## src/logic/adcc_pkg.sv

```systemverilog
/*
 * Shared constants for the converter control block: register indices,
 * field positions, reset values, bus responses and timing counts.
 * Assumes a single 25 MHz core clock.
 */
package adcc_pkg;
	// ************************************************
	// Register map (byte address is four times index)
	// ************************************************
	localparam int ADDR_W = 12;
	localparam logic [7:0] IDX_CTRL = 8'hC5;
	localparam logic [7:0] IDX_RESULT = 8'hC6;
	localparam logic [7:0] IDX_IRQ_STAT = 8'hC7;
	localparam logic [7:0] IDX_IRQ_CLR = 8'hC8;
	localparam logic [7:0] IDX_IRQ_EN = 8'hC9;
	localparam logic [7:0] IDX_PORT = 8'hCA;

	// ************************************************
	// Control register fields and reset values
	// ************************************************
	localparam int CTRL_CHAN_LO = 0;
	localparam int CTRL_CHAN_HI = 1;
	localparam int CTRL_START = 3;
	localparam int CTRL_DONE = 4;
	localparam logic [7:0] CTRL_RESET = 8'h00;
	localparam logic [7:0] RESULT_RESET = 8'h00;
	localparam int IRQ_DONE_BIT = 0;

	// ************************************************
	// Bus responses
	// ************************************************
	localparam logic [1:0] RESP_OKAY = 2'h0;
	localparam logic [1:0] RESP_SLVERR = 2'h2;

	// ************************************************
	// Timing
	// ************************************************
	localparam int CLK_PERIOD_NS = 40;
	localparam int ACQ_TIME_NS = 2560;
	localparam int BIT_TIME_NS = 640;
	localparam logic [7:0] ACQ_CYC = 8'((ACQ_TIME_NS + CLK_PERIOD_NS - 1) / CLK_PERIOD_NS);
	localparam logic [7:0] BIT_CYC = 8'((BIT_TIME_NS + CLK_PERIOD_NS - 1) / CLK_PERIOD_NS);
	localparam logic [9:0] CONV_MAX_CYC = 10'h258;

	typedef enum logic [1:0] {SAR_IDLE, SAR_ACQ, SAR_BIT} adcc_sar_e;
endpackage

```

## src/logic/adcc_sync.sv

```systemverilog
/*
 * Three-stage input synchroniser for pins and the comparator.
 * Assumes its input is asynchronous to core_clk.
 */
`timescale 1ns/1ns
module adcc_sync #(
	parameter int W = 1
) (
	input wire logic core_clk,
	input wire logic rst_n,
	input wire logic [W-1:0] async_in,
	output logic [W-1:0] sync_out
);
	logic [W-1:0] stage1;
	logic [W-1:0] stage2;
	logic [W-1:0] stage3;

	// Shift chain, first stage read only by the second
	always_ff @(posedge core_clk or negedge rst_n)
	begin
		if (!rst_n)
		begin
			stage1 <= '0;
			stage2 <= '0;
			stage3 <= '0;
		end
		else
		begin
			stage1 <= async_in;
			stage2 <= stage1;
			stage3 <= stage2;
		end
	end

	// Accept a change once stages two and three agree
	always_ff @(posedge core_clk or negedge rst_n)
	begin
		if (!rst_n)
			sync_out <= '0;
		else if (stage2 == stage3)
			sync_out <= stage3;
	end
endmodule

```

## src/logic/adcc_sar.sv

```systemverilog
/*
 * Successive-approximation sequencer: acquisition window, then one
 * trial bit per step from the top bit down.
 * Assumes comp_hi is synchronised and settles within one bit step.
 */
`timescale 1ns/1ns
module adcc_sar
	import adcc_pkg::*;
(
	input wire logic core_clk,
	input wire logic rst_n,
	input wire logic start,
	input wire logic abort,
	input wire logic comp_hi,
	output logic sample_hold,
	output logic [7:0] dac_code,
	output logic [7:0] result,
	output logic done
);
	adcc_sar_e state;
	logic [7:0] cnt;
	logic [2:0] bit_idx;
	logic [7:0] decided;

	// Trial bit kept only if the input is above the trial level
	always_comb
	begin
		decided = dac_code;
		if (!comp_hi)
			decided[bit_idx] = 1'b0;
	end

	// Sequencer
	always_ff @(posedge core_clk or negedge rst_n)
	begin
		if (!rst_n)
		begin
			state <= SAR_IDLE;
			cnt <= 8'h00;
			bit_idx <= 3'h0;
			sample_hold <= 1'b0;
			dac_code <= 8'h00;
			result <= RESULT_RESET;
			done <= 1'b0;
		end
		else
		begin
			done <= 1'b0;
			if (abort)
			begin
				state <= SAR_IDLE;
				sample_hold <= 1'b0;
			end
			else
			begin
				unique case (state)
					SAR_IDLE:
					begin
						if (start)
						begin
							state <= SAR_ACQ;
							cnt <= ACQ_CYC - 8'h01;
							sample_hold <= 1'b1;
						end
					end
					SAR_ACQ:
					begin
						if (cnt == 8'h00)
						begin
							state <= SAR_BIT;
							sample_hold <= 1'b0;
							bit_idx <= 3'h7;
							dac_code <= 8'h80;
							cnt <= BIT_CYC - 8'h01;
						end
						else
							cnt <= cnt - 8'h01;
					end
					SAR_BIT:
					begin
						if (cnt != 8'h00)
							cnt <= cnt - 8'h01;
						else if (bit_idx == 3'h0)
						begin
							state <= SAR_IDLE;
							dac_code <= decided;
							result <= decided;
							done <= 1'b1;
						end
						else
						begin
							dac_code <= decided | (8'h01 << (bit_idx - 3'h1));
							bit_idx <= bit_idx - 3'h1;
							cnt <= BIT_CYC - 8'h01;
						end
					end
				endcase
			end
		end
	end
endmodule

```

## src/logic/adcc_ctrl.sv

```systemverilog
/*
 * Converter control block: AXI4-Lite register slave, start and flag
 * interlocks, idle abort, pin read-back and the done interrupt.
 * Assumes idle_mode comes from core_clk logic; pins and comparator are
 * asynchronous.
 */
`timescale 1ns/1ns
// Contract
// - Exactly one of four inputs is routed by the channel field before conversion.
// - Result is eight bits found by successive approximation.
// - Writing start one begins acquisition; bit stays set until hardware ends it.
// - Conversion ends within 600 clock periods of its start.
// - No new start while busy; writing zero does not clear start.
// - On completion load result, set done flag, raise interrupt request.
// - Start is ignored while the done flag is set.
// - Done flag and result survive idle and power-down.
// - Entering idle aborts a running conversion.
// - Reset returns control to default and leaves converter inactive.
// - Port pins can be read digitally at any time.
// - The selected pin reads one while its conversion runs.
// - Channel field is bits 1:0; codes 0..3 pick inputs 0..3.
// - Result register is read only; writes do nothing.
module adcc_ctrl
	import adcc_pkg::*;
(
	input wire logic core_clk,
	input wire logic rst_n,
	input wire logic [ADDR_W-1:0] s_axi_awaddr,
	input wire logic s_axi_awvalid,
	output logic s_axi_awready,
	input wire logic [31:0] s_axi_wdata,
	input wire logic [3:0] s_axi_wstrb,
	input wire logic s_axi_wvalid,
	output logic s_axi_wready,
	output logic [1:0] s_axi_bresp,
	output logic s_axi_bvalid,
	input wire logic s_axi_bready,
	input wire logic [ADDR_W-1:0] s_axi_araddr,
	input wire logic s_axi_arvalid,
	output logic s_axi_arready,
	output logic [31:0] s_axi_rdata,
	output logic [1:0] s_axi_rresp,
	output logic s_axi_rvalid,
	input wire logic s_axi_rready,
	input wire logic idle_mode,
	input wire logic [3:0] port_pin,
	input wire logic comp_in,
	output logic [1:0] mux_sel,
	output logic sample_hold,
	output logic [7:0] dac_code,
	output logic irq
);
	// ************************************************
	// Helpers
	// ************************************************
	function automatic logic [7:0] reg_idx(input logic [ADDR_W-1:0] addr);
		reg_idx = addr[9:2];
	endfunction

	function automatic logic idx_mapped(input logic [7:0] idx);
		idx_mapped = (idx >= IDX_CTRL) && (idx <= IDX_PORT);
	endfunction

	logic aw_got;
	logic w_got;
	logic [ADDR_W-1:0] aw_addr;
	logic [31:0] w_data;
	logic [3:0] w_strb;
	logic wr_fire;
	logic [7:0] widx;
	logic wr_ctrl;
	logic start_go;
	logic start_busy;
	logic done_flag;
	logic [7:0] result;
	logic [0:0] irq_stat;
	logic [0:0] irq_en;
	logic [3:0] pins;
	logic [3:0] port_view;
	logic comp_hi;
	logic sar_done;
	logic [7:0] sar_result;
	logic [9:0] busy_cnt;

	// ************************************************
	// Input synchronisers and sequencer
	// ************************************************
	adcc_sync #(.W(4)) u_pin_sync (
		.core_clk(core_clk),
		.rst_n(rst_n),
		.async_in(port_pin),
		.sync_out(pins)
	);

	adcc_sync #(.W(1)) u_comp_sync (
		.core_clk(core_clk),
		.rst_n(rst_n),
		.async_in(comp_in),
		.sync_out(comp_hi)
	);

	adcc_sar u_sar (
		.core_clk(core_clk),
		.rst_n(rst_n),
		.start(start_go),
		.abort(idle_mode),
		.comp_hi(comp_hi),
		.sample_hold(sample_hold),
		.dac_code(dac_code),
		.result(sar_result),
		.done(sar_done)
	);

	// ************************************************
	// Write channel
	// ************************************************
	// Write happens once address and data are both held
	assign wr_fire = aw_got && w_got && !s_axi_bvalid;
	assign widx = reg_idx(aw_addr);
	assign wr_ctrl = wr_fire && (widx == IDX_CTRL) && w_strb[0];
	assign start_go = wr_ctrl && w_data[CTRL_START] && !start_busy
		&& !done_flag && !idle_mode;

	// Address capture
	always_ff @(posedge core_clk or negedge rst_n)
	begin
		if (!rst_n)
		begin
			aw_got <= 1'b0;
			aw_addr <= '0;
			s_axi_awready <= 1'b0;
		end
		else if (s_axi_awvalid && s_axi_awready)
		begin
			aw_got <= 1'b1;
			aw_addr <= s_axi_awaddr;
			s_axi_awready <= 1'b0;
		end
		else
		begin
			if (wr_fire)
				aw_got <= 1'b0;
			s_axi_awready <= !aw_got && !s_axi_bvalid;
		end
	end

	// Data capture
	always_ff @(posedge core_clk or negedge rst_n)
	begin
		if (!rst_n)
		begin
			w_got <= 1'b0;
			w_data <= 32'h0000_0000;
			w_strb <= 4'h0;
			s_axi_wready <= 1'b0;
		end
		else if (s_axi_wvalid && s_axi_wready)
		begin
			w_got <= 1'b1;
			w_data <= s_axi_wdata;
			w_strb <= s_axi_wstrb;
			s_axi_wready <= 1'b0;
		end
		else
		begin
			if (wr_fire)
				w_got <= 1'b0;
			s_axi_wready <= !w_got && !s_axi_bvalid;
		end
	end

	// Write response
	always_ff @(posedge core_clk or negedge rst_n)
	begin
		if (!rst_n)
		begin
			s_axi_bvalid <= 1'b0;
			s_axi_bresp <= RESP_OKAY;
		end
		else if (wr_fire)
		begin
			s_axi_bvalid <= 1'b1;
			s_axi_bresp <= idx_mapped(widx) ? RESP_OKAY : RESP_SLVERR;
		end
		else if (s_axi_bready)
			s_axi_bvalid <= 1'b0;
	end

	// ************************************************
	// Converter control state
	// ************************************************
	// Channel select, frozen while converting
	always_ff @(posedge core_clk or negedge rst_n)
	begin
		if (!rst_n)
			mux_sel <= CTRL_RESET[CTRL_CHAN_HI:CTRL_CHAN_LO];
		else if (wr_ctrl && !start_busy)
			mux_sel <= w_data[CTRL_CHAN_HI:CTRL_CHAN_LO];
	end

	// Start and busy bit
	always_ff @(posedge core_clk or negedge rst_n)
	begin
		if (!rst_n)
			start_busy <= CTRL_RESET[CTRL_START];
		else if (start_go)
			start_busy <= 1'b1;
		else if (sar_done || idle_mode)
			start_busy <= 1'b0;
	end

	// Done flag, set wins over software clear
	always_ff @(posedge core_clk or negedge rst_n)
	begin
		if (!rst_n)
			done_flag <= CTRL_RESET[CTRL_DONE];
		else if (sar_done)
			done_flag <= 1'b1;
		else if (wr_ctrl && !w_data[CTRL_DONE])
			done_flag <= 1'b0;
	end

	// Result, loaded only by the sequencer
	always_ff @(posedge core_clk or negedge rst_n)
	begin
		if (!rst_n)
			result <= RESULT_RESET;
		else if (sar_done)
			result <= sar_result;
	end

	// ************************************************
	// Interrupt
	// ************************************************
	// Sticky status, write-one clear, set wins
	always_ff @(posedge core_clk or negedge rst_n)
	begin
		if (!rst_n)
			irq_stat <= 1'b0;
		else if (sar_done)
			irq_stat <= 1'b1;
		else if (wr_fire && widx == IDX_IRQ_CLR && w_strb[0] && w_data[IRQ_DONE_BIT])
			irq_stat <= 1'b0;
	end

	// Enable register
	always_ff @(posedge core_clk or negedge rst_n)
	begin
		if (!rst_n)
			irq_en <= 1'b0;
		else if (wr_fire && widx == IDX_IRQ_EN && w_strb[0])
			irq_en <= w_data[IRQ_DONE_BIT];
	end

	// Level output
	always_ff @(posedge core_clk or negedge rst_n)
	begin
		if (!rst_n)
			irq <= 1'b0;
		else
			irq <= irq_stat[0] && irq_en[0];
	end

	// ************************************************
	// Read channel
	// ************************************************
	// Pin view, selected pin forced high while converting
	always_comb
	begin
		port_view = pins;
		if (start_busy)
			port_view[mux_sel] = 1'b1;
	end

	// Read data and response
	always_ff @(posedge core_clk or negedge rst_n)
	begin
		if (!rst_n)
		begin
			s_axi_arready <= 1'b0;
			s_axi_rvalid <= 1'b0;
			s_axi_rdata <= 32'h0000_0000;
			s_axi_rresp <= RESP_OKAY;
		end
		else if (s_axi_arvalid && s_axi_arready)
		begin
			s_axi_arready <= 1'b0;
			s_axi_rvalid <= 1'b1;
			s_axi_rresp <= idx_mapped(reg_idx(s_axi_araddr)) ? RESP_OKAY : RESP_SLVERR;
			unique case (reg_idx(s_axi_araddr))
				IDX_CTRL: s_axi_rdata <= {27'h0, done_flag, start_busy, 1'b0, mux_sel};
				IDX_RESULT: s_axi_rdata <= {24'h0, result};
				IDX_IRQ_STAT: s_axi_rdata <= {31'h0, irq_stat};
				IDX_IRQ_EN: s_axi_rdata <= {31'h0, irq_en};
				IDX_PORT: s_axi_rdata <= {28'h0, port_view};
				default: s_axi_rdata <= 32'h0000_0000;
			endcase
		end
		else if (s_axi_rvalid)
		begin
			if (s_axi_rready)
				s_axi_rvalid <= 1'b0;
		end
		else
			s_axi_arready <= 1'b1;
	end

	// ************************************************
	// Checks
	// ************************************************
	// Cycles spent busy
	always_ff @(posedge core_clk or negedge rst_n)
	begin
		if (!rst_n)
			busy_cnt <= 10'h000;
		else if (!start_busy)
			busy_cnt <= 10'h000;
		else
			busy_cnt <= busy_cnt + 10'h001;
	end
endmodule

```

## config.mk

```make
export PLATFORM = sky130hd
export DESIGN_NAME = adcc_ctrl
export DESIGN_NICKNAME = d
export VERILOG_FILES = /design/src/logic/adcc_pkg.sv /design/src/logic/adcc_sync.sv /design/src/logic/adcc_sar.sv /design/src/logic/adcc_ctrl.sv
export SDC_FILE = /design/constraint.sdc
export NUM_CORES = 1
export LEC_CHECK = 0
export BUFFER_PORTS_ARGS = -buffer_cell sky130_fd_sc_hd__buf_4
export CORE_ASPECT_RATIO = 1.25
export CORE_MARGIN = 1.5
export CORE_UTILIZATION = 53
export DETAILED_ROUTE_END_ITERATION = 10
export PLACE_DENSITY = 0.81
export SYNTH_ARGS = -nofsm -noshare
export SYNTH_HDL_FRONTEND = slang
export SYNTH_HIERARCHICAL = 1
export SYNTH_SLANG_ARGS = --single-unit
export TNS_END_PERCENT = 50
```

## constraint.sdc

```tcl
create_clock -name core_clk -period 3 [get_ports core_clk]
set_clock_uncertainty 0.05 [all_clocks]
set_input_delay 0.3 -clock core_clk [delete_from_list [all_inputs] [get_ports core_clk]]
set_output_delay 0.3 -clock core_clk [all_outputs]
set_load 0.01 [all_outputs]
```

Yosys cells after proc, flatten, opt, wreduce, memory -nomap -nowiden
Cells that the tools add are included.

Bits in registers: 125. Input port bits: 73. Word-level logic and storage cells: 179.

$add $sub $neg: 2. Magnitude comparators: 8. Equality and inequality tests: 22. Shift-type cells: 1. Muxes and demuxes: 54. Bitwise operators: 6. Reduce and logical (&&, ||, !) cells: 51.

Operators by type and width (count): equality test 8 bit (second input constant) (8); 2-to-1 mux 8 bit (8); case mux 8 bit (5 select lines) (1); 2-to-1 mux 1 bit (27); logical AND 1 bit (25); case mux 8 bit (3 select lines) (1); >= comparator 8 bit (second input constant) (2); <= comparator 8 bit (second input constant) (2); case mux 8 bit (2 select lines) (1); 2-to-1 mux 2 bit (7); nonzero test 2 bit (7); AND reduction 4 bit (3); 2-to-1 mux 3 bit (3); inequality test 3 x 2 -> 1 bit (second input constant) (3); AND 8 bit (1); zero test 8 bit (1); NOT 8 bit (1); bitwise OR 8 bit (1); nonzero test 8 bit (1); left shift 1 x 3 -> 8 bit (first input constant) (1); subtractor 8 x 1 -> 8 bit (second input constant) (1); zero test 1 bit (7); inequality test 2 bit (second input constant) (3); inequality test 3 bit (second input constant) (2); 24 further kinds (27).

Logic depth before layout (Yosys ltp)
Gate-level depths: netlist of run 1.

Depth in word-level cells: 11. Mapped depth: 8. Mapped depth without buffers: 8.

By module
The synthesis of run 1 kept the hierarchy.

Modules (own cells, without submodules): adcc_ctrl (instances 1, cells each 188, area an instance 2188.3 µm², sequential area each 1126.1 µm²); adcc_sar (instances 1, cells each 185, area an instance 1836.8 µm², sequential area each 775.7 µm²); adcc_sync at u_pin_sync (instances 1, cells each 25, area an instance 493.0 µm², sequential area each 400.4 µm²); adcc_sync at u_comp_sync (instances 1, cells each 5, area an instance 111.4 µm², sequential area each 100.1 µm²).

Worst setup path before layout of run 1
OpenSTA, ideal clock, no wires.

Path type: register to register. Start: reg u_sar.bit_idx[0]. End: reg u_sar.cnt[5]. Arrival time: 2.020 ns. Slack: 0.809 ns. Cell stages (with the launch flop): 8. Path buffers: 1. Period minus slack after synthesis: 2.191 ns. Cells stage by stage: dfrtp_1 -> clkbuf_1 -> inv_1 -> ha_1 -> and3b_1 -> a311oi_2 -> o21ai_0 -> a22o_1.

Longest elaborated chain between the ends: 3.

Ends and longest elaborated chain: start: declaration (RTL line adcc_sar.sv:22) `logic [2:0] bit_idx;`; start signal: assignment (RTL line adcc_sar.sv:93) `bit_idx <= bit_idx - 3'h1;`; zero test 3 bit (RTL line adcc_sar.sv:83) `else if (bit_idx == 3'h0)`; inequality test 3 x 2 -> 1 bit (no source line); AND reduction 3 bit (no source line); end signal: assignment (RTL line adcc_sar.sv:77) `cnt <= cnt - 8'h01;`; end signal: assignment (RTL line adcc_sar.sv:82) `cnt <= cnt - 8'h01;`; end signal: assignment (RTL line adcc_sar.sv:94) `cnt <= BIT_CYC - 8'h01;`; end: declaration (RTL line adcc_sar.sv:21) `logic [7:0] cnt;`.

No other way between the ends. A chain may end at the register's enable or synchronous reset.

Worst setup path in the final report of run 1
Start: reg u_sar.state[0]. End: reg u_sar.cnt[7].

Longest elaborated chain between the ends: 3. Elaborated cells between the ends (all ways): 7. Classes of those cells: 4 x eq/ne; 1 x mux; 2 x reduce/logical.

Ends and longest elaborated chain: start: declaration (RTL line adcc_sar.sv:20) `adcc_sar_e state;`; start signal: assignment (RTL line adcc_sar.sv:38) `state <= SAR_IDLE;`; start signal: assignment (RTL line adcc_sar.sv:51) `state <= SAR_IDLE;`; start signal: assignment (RTL line adcc_sar.sv:61) `state <= SAR_ACQ;`; equality test 2 bit or zero test 2 bit (tied branches) (RTL line adcc_sar.sv:56) `unique case (state)`; inequality test 3 x 2 -> 1 bit (no source line) or inequality test 2 bit (tied branches); AND reduction 3 bit (no source line); end signal: assignment (RTL line adcc_sar.sv:62) `cnt <= ACQ_CYC - 8'h01;`; end signal: assignment (RTL line adcc_sar.sv:74) `cnt <= BIT_CYC - 8'h01;`; end signal: assignment (RTL line adcc_sar.sv:77).

Parallel ways exist; a longest one is shown, timed or not.

==> results_dict.tcl, run 1 <==
set metrics [dict create \
    status "finished clean" \
    rows 37 \
    clk_latency_ns 0.37 \
    numClockSinks 96 \
    wl_per_cell_um 15.2 \
    yosys.cell_count.top_type "dfrtp_1" \
    slew_viol_final 0 \
    vias 3200 \
    die_y_um 107 \
    cts-root-buf "clkbuf_8" \
    p_leak_nw 2.48 \
    dp_cells 551 \
    postRouteAntennaNets 0 \
    post-cts-setup-buffers 0 \
    area_delta_synth_final_pct 15.6 \
    clkPwrFrac_pct 24.8 \
    power_per_cell_area_nw_per_um2 669 \
    max_freq_mhz 385 \
    track_usage_pct 20.2 \
    path_class "reg2reg" \
    initialDrtViolationCount 190 \
    grt_pass1_vias 3183 \
    ys_ff_latch 96 \
    drc_errors 0 \
    cp_cell_sequence "inv_1 -> ha_1 -> nor2_1 -> a21oi_1 -> nand3_1 -> o41ai_1" \
    worst_pin_slew_ns 0.848 \
    utilization_pct 64.2 \
    finalCritPeriodShare_pct 86.5 \
    syn_inst 403 \
    cts.hold.buffers_added 6 \
    synth_area_leader_cell "dfrtp_1" \
    combPwrFrac_pct 24.5 \
    ios 126 \
    sequentialPowerShare_pct 50.8 \
    ctsResizeCount 0 \
    slowest_stage "a21oi_1" \
    setup_viol 0 \
    timing.final.ws_setup_ns 0.405 \
    cts.clk_slew.worst_paths_ns 0.10 \
    netlist_area_um2 4630 \
    required_ns 3.21 \
    core-area_um2 8330 \
    numCtsBuffers 9 \
    ir_drop_mv 0.543 \
    drt-pass1-iter-count 4 \
    die-width_um 86.6 \
    synth_top_area_share_pct 51.9 \
    dp_slack_ns 0.429 \
    p_sw_share_pct 32.7 \
    cts-htree-levels 3 \
    drive_gt1_share_pct 27.7 \
    slew_headroom_pct 43.4 \
    via_per_inst 5.58 \
    rsz0062_at_grt "no" \
    start_util_pct 55.6 \
    synth-main-ff-cell "dfrtp_1" \
    antennaDiodeCount 0 \
    yosys_warnings 6 \
    critPathLaunchType "register" \
    final_cells 573 \
    critPathCaptureType "register" \
    port_buffers 60 \
    arrival_ns 2.80 \
    fin_tns_setup_ns 0 \
    hold_violations 0 \
    p_total_mw 3.58 \
    grt-ovfl-total 0 \
    period_minus_slack_ns 2.59 \
    hp-class "in2reg" \
    cp_max_fo 19 \
    ys_async_sr_fraction_pct 100 \
    p_sw_mw 1.17 \
    wirelength_mm 8.70 \
    cts_tree "done" \
    antenna_found_initial 0 \
    synth.area.top_cells "dfrtp_1, mux2_2, buf_4" \
    ys_types 63 \
    globalplace.congestion 0.858 \
    p_int_mw 2.41 \
    dieArea_um2 9310 \
    synth.avg_cell_area_um2 11.5 \
    dpl.hpwl_mm 6.35 \
    grt_max_degree 56 \
    cap_violations 0 \
    n_fill_cell 645 \
    cpPeakStageDelay_ns 0.69 \
    nNetsFinal 554 \
    synth_edf_count 0 \
    synth_commonest_cells "dfrtp_1, mux2_2, nand2_1" \
    seq_area_frac_synth_pct 51.9 \
    grt_pass1_wl_mm 14.5 \
    cts_buffer_depth 2 \
]
## final cells by class
class	instances	area (µm²)	area share (%)
Clock buffer	9	124	2.31
Clock inverter	7	88.8	1.66
Inverter	12	45.0	0.842
Multi-Input combinational cell	281	2020	37.8
Sequential cell	96	2400	44.9
Tap cell	97	121	2.27
Timing Repair Buffer	71	548	10.2
## through the flow
stage	hold slack [ns]	instance area (µm²)
finish	0.0512	5350
global route	0.0528	5350
CTS	0.0277	5350
detailed placement	0.287	5080
global placement	0.282	5080
floorplan	-0.0456	4720
## worst max-delay path: cells and delay by family (launching register included)
| kind | cells | cell delay [ns] |
|---|---|---|
| AOI/OAI and AO/OA | 2 | 0.98 |
| adders and majority gates | 1 | 0.59 |
| buffers and inverters | 1 | 0.11 |
| DFF | 1 | 0.41 |
| and+or+nand+nor | 2 | 0.35 |
## metal layers
layer	part of all wire (%)	track usage [%]
met5	0	0
met4	2.5	9.10
met3	4.5	4.60
met2	50	33.0
met1	43	25.4
## cells by family after synthesis
kind of cell | Yosys count | synth area share (%)
flops | 96 | 51.9
xor+xnor | 4 | 0.757
simple gates | 110 | 14.1
fa+ha+maj | 11 | 2.95
buf+inv | 51 | 6.43
compound gates | 89 | 13.9
mux | 41 | 9.89
other cells | 1 | 0.0810
## worst paths after layout
kind | endpoint | from | slack [ns] | cells past startpoint
min | s_axi_bvalid$_DFFE_PN0P_ | s_axi_bready | 0.05 | 2
min in group asynchronous | u_sar/cnt[2]$_DFFE_PN0P_ | rst_n | 0.44 | 2
min reg2reg | u_pin_sync/stage2[3]$_DFF_PN0_ | u_pin_sync/stage1[3]$_DFF_PN0_ | 0.31 | 0
max in group asynchronous | result[2]$_DFFE_PN0P_ | rst_n | 1.70 | 3
max reg2reg | u_sar/cnt[7]$_DFFE_PN0P_ | u_sar/state[0]$_DFFE_PN0P_ | 0.41 | 6
max | u_sar/cnt[7]$_DFFE_PN0P_ | u_sar/state[0]$_DFFE_PN0P_ | 0.41 | 6
## power groups by stage
stage	combinational, mW	sequential [mW]	clock [mW]
finish	0.876	1.82	0.886
global route	0.970	1.86	0.963
CTS	0.880	1.81	0.916
detailed placement	0.870	1.84	0
global placement	0.843	1.82	0
floorplan	0.608	1.79	0
## registers in the layout, summed over array words and instances (netlist names), 4 cells and up
name / count
w_data: 4
u_pin_sync/stage1: 4
u_pin_sync/stage3: 4
u_sar/result: 8
u_sar/dac_code: 8
u_pin_sync/sync_out: 4
aw_addr: 8
result: 8
u_pin_sync/stage2: 4
u_sar/cnt: 8
s_axi_rdata: 8
## cells in the final DEF (no fill, tap or decap), types with 10 or more instances in the layout
| cell | instances |
|---|---|
| conb_1 | 26 |
| ha_1 | 10 |
| mux2_2 | 38 |
| buf_4 | 65 |
| dfrtp_1 | 96 |
| o21ai_0 | 24 |
| inv_1 | 12 |
| nand2_1 | 35 |
| nand2b_1 | 11 |
| nor2_1 | 15 |
No activity file was read; power rests on OpenSTA's default activity.
==> inputs of run 2 (changes only) <==
--- a/config.mk
+++ b/config.mk
@@ -6,7 +6,8 @@
 export NUM_CORES = 1
 export LEC_CHECK = 0
 export BUFFER_PORTS_ARGS = -buffer_cell sky130_fd_sc_hd__buf_4
-export CORE_ASPECT_RATIO = 1.25
+export CAP_MARGIN = 20
+export CORE_ASPECT_RATIO = 1.5
 export CORE_MARGIN = 1.5
 export CORE_UTILIZATION = 53
 export DETAILED_ROUTE_END_ITERATION = 10
==> run 2 against run 1 <==
First-iteration DRC count down 4.2%. Register-to-register slack improved by 0.10 ns. Largest power group unchanged. Critical path depth grew 2. Power up 4.4%. Highest routed layer unchanged.
==> results_dict.tcl, run 2 (synthesis gave the netlist of run 1 again) <==
set metrics [dict create \
    core-area_um2 8460 \
    area_delta_synth_final_pct 16.3 \
    critPathLaunchType "register" \
    p_leak_nw 2.49 \
    ir_drop_mv 0.359 \
    initialDrtViolationCount 182 \
    final_cells 577 \
    grt_pass1_wl_mm 14.8 \
    die_y_um 117 \
    combPwrFrac_pct 23.4 \
    p_int_mw 2.57 \
    utilization_pct 63.6 \
    cts-htree-levels 3 \
    numCtsBuffers 9 \
    period_minus_slack_ns 2.49 \
    worst_pin_slew_ns 0.880 \
    via_per_inst 5.69 \
    dpl.hpwl_mm 6.32 \
    clkPwrFrac_pct 27.6 \
    port_buffers 60 \
    setup_viol 0 \
    dp_cells 562 \
    rsz0062_at_grt "no" \
    track_usage_pct 20.3 \
    cpPeakStageDelay_ns 0.40 \
    nNetsFinal 550 \
    cp_max_fo 5 \
    slowest_stage "mux2_2" \
    grt_pass1_vias 3233 \
    vias 3281 \
    p_sw_share_pct 31.1 \
    mostFrequentLayoutCells "dfrtp_1, buf_4, mux2_2" \
    max_freq_mhz 401 \
    hp-class "in2reg" \
    cts_tree "done" \
    antenna_found_initial 0 \
    slew_viol_final 0 \
    grt-ovfl-total 0 \
    arrival_ns 2.68 \
    required_ns 3.19 \
    numClockSinks 96 \
    cap_violations 0 \
    start_util_pct 54.7 \
    final_common_cell "dfrtp_1" \
    rows 41 \
    ios 126 \
    cts-root-buf "clkbuf_16" \
    cp_cell_sequence "nand4bb_1 -> nor3_1 -> nand4b_1 -> nor2_1 -> nor2b_1 -> or2_2 -> o32ai_1 -> mux2_2" \
    fin_tns_setup_ns 0 \
    antennaDiodeCount 0 \
    postRouteAntennaNets 0 \
    sequentialPowerShare_pct 49.0 \
    die-width_um 79.3 \
    critPathCaptureType "register" \
    grt_max_degree 55 \
    holdWs_ns 0.00738 \
    cts_buffer_depth 2 \
    p_sw_mw 1.16 \
    globalplace.congestion 0.886 \
    power_per_cell_area_nw_per_um2 694 \
    final_area_um2 5380 \
    drt-pass1-iter-count 4 \
    cts.clk_slew.worst_paths_ns 0.06 \
    dieArea_um2 9320 \
    status "finished clean" \
    clk_latency_ns 0.35 \
    place_area_um2 5110 \
    slew_headroom_pct 41.4 \
    path_class "reg2reg" \
    hold_violations 0 \
    drc_errors 0 \
    finalCritPeriodShare_pct 83.1 \
    wl_per_cell_um 15.2 \
    wirelength_mm 8.75 \
    drive_gt1_share_pct 27.9 \
]
-- run 2: cell type report --
| class | count | area [µm²] |
|---|---|---|
| inverters | 12 | 45.0 |
| well taps | 107 | 134 |
| fillers | 688 | 3080 |
| clock buffers | 10 | 239 |
| clock inverters | 4 | 22.5 |
| repair buffers | 67 | 518 |
| flip-flops and latches | 96 | 2400 |
| multi-input cells | 281 | 2020 |
-- run 2: repair_timing --
item | 4_1_cts | 5_1_grt
setup buffers | 0 | 0
endpoints found under the hold margin | 53 | 0
resized for setup | 0 | 0
hold buffers | 1 | 0
-- run 2: worst paths after layout --
check | slack, ns | from | endpoint | cells after the start
max reg2reg | 0.51 | aw_addr[6]$_DFFE_PN0P_ | u_sar/state[0]$_DFFE_PN0P_ | 8
min in group asynchronous | 0.49 | rst_n | u_pin_sync/stage1[1]$_DFF_PN0_ | 2
max in group asynchronous | 1.74 | rst_n | u_sar/dac_code[2]$_DFFE_PN0P_ | 3
min reg2reg | 0.30 | u_pin_sync/stage1[2]$_DFF_PN0_ | u_pin_sync/stage2[2]$_DFF_PN0_ | 0
min | 0.007 | port_pin[0] | u_pin_sync/stage1[0]$_DFF_PN0_ | 1
max | 0.51 | aw_addr[6]$_DFFE_PN0P_ | u_sar/state[0]$_DFFE_PN0P_ | 8
-- run 2: critical path: cells and delay by family (launching register included) --
| family | cells | cell delay [ns] |
|---|---|---|
| compound gates | 1 | 0.25 |
| flops | 1 | 0.36 |
| mux | 1 | 0.40 |
| simple gates | 6 | 1.31 |
-- run 2: layer usage --
| layer | part of all wire [%] | global-route usage [%] | vias up |
|---|---|---|---|
| li1 | - | - | 1535 |
| met1 | 39 | 24.0 | 1630 |
| met2 | 53 | 34.4 | 96 |
| met3 | 4.0 | 2.56 | 20 |
| met4 | 3.5 | 12.3 | 0 |
| met5 | 0 | 0 | - |
-- run 2: through the flow --
step | worst slack, ns | total power [mW]
finish | 0.507 | 3.74
global route | 0.384 | 3.94
CTS | 0.497 | 3.76
detailed placement | 0.542 | 2.72
global placement | 0.562 | 2.68
floorplan | 0.809 | 2.40
-- run 2: power by group through the flow --
stage / Sequential (mW) / Combinational, mW / Clock, mW
3_3_place_gp: 1.83 / 0.846 / 0
2_1_floorplan: 1.79 / 0.608 / 0
5_1_grt: 1.88 / 0.964 / 1.10
4_1_cts: 1.83 / 0.880 / 1.06
6_report: 1.83 / 0.874 / 1.03
3_5_place_dp: 1.85 / 0.873 / 0
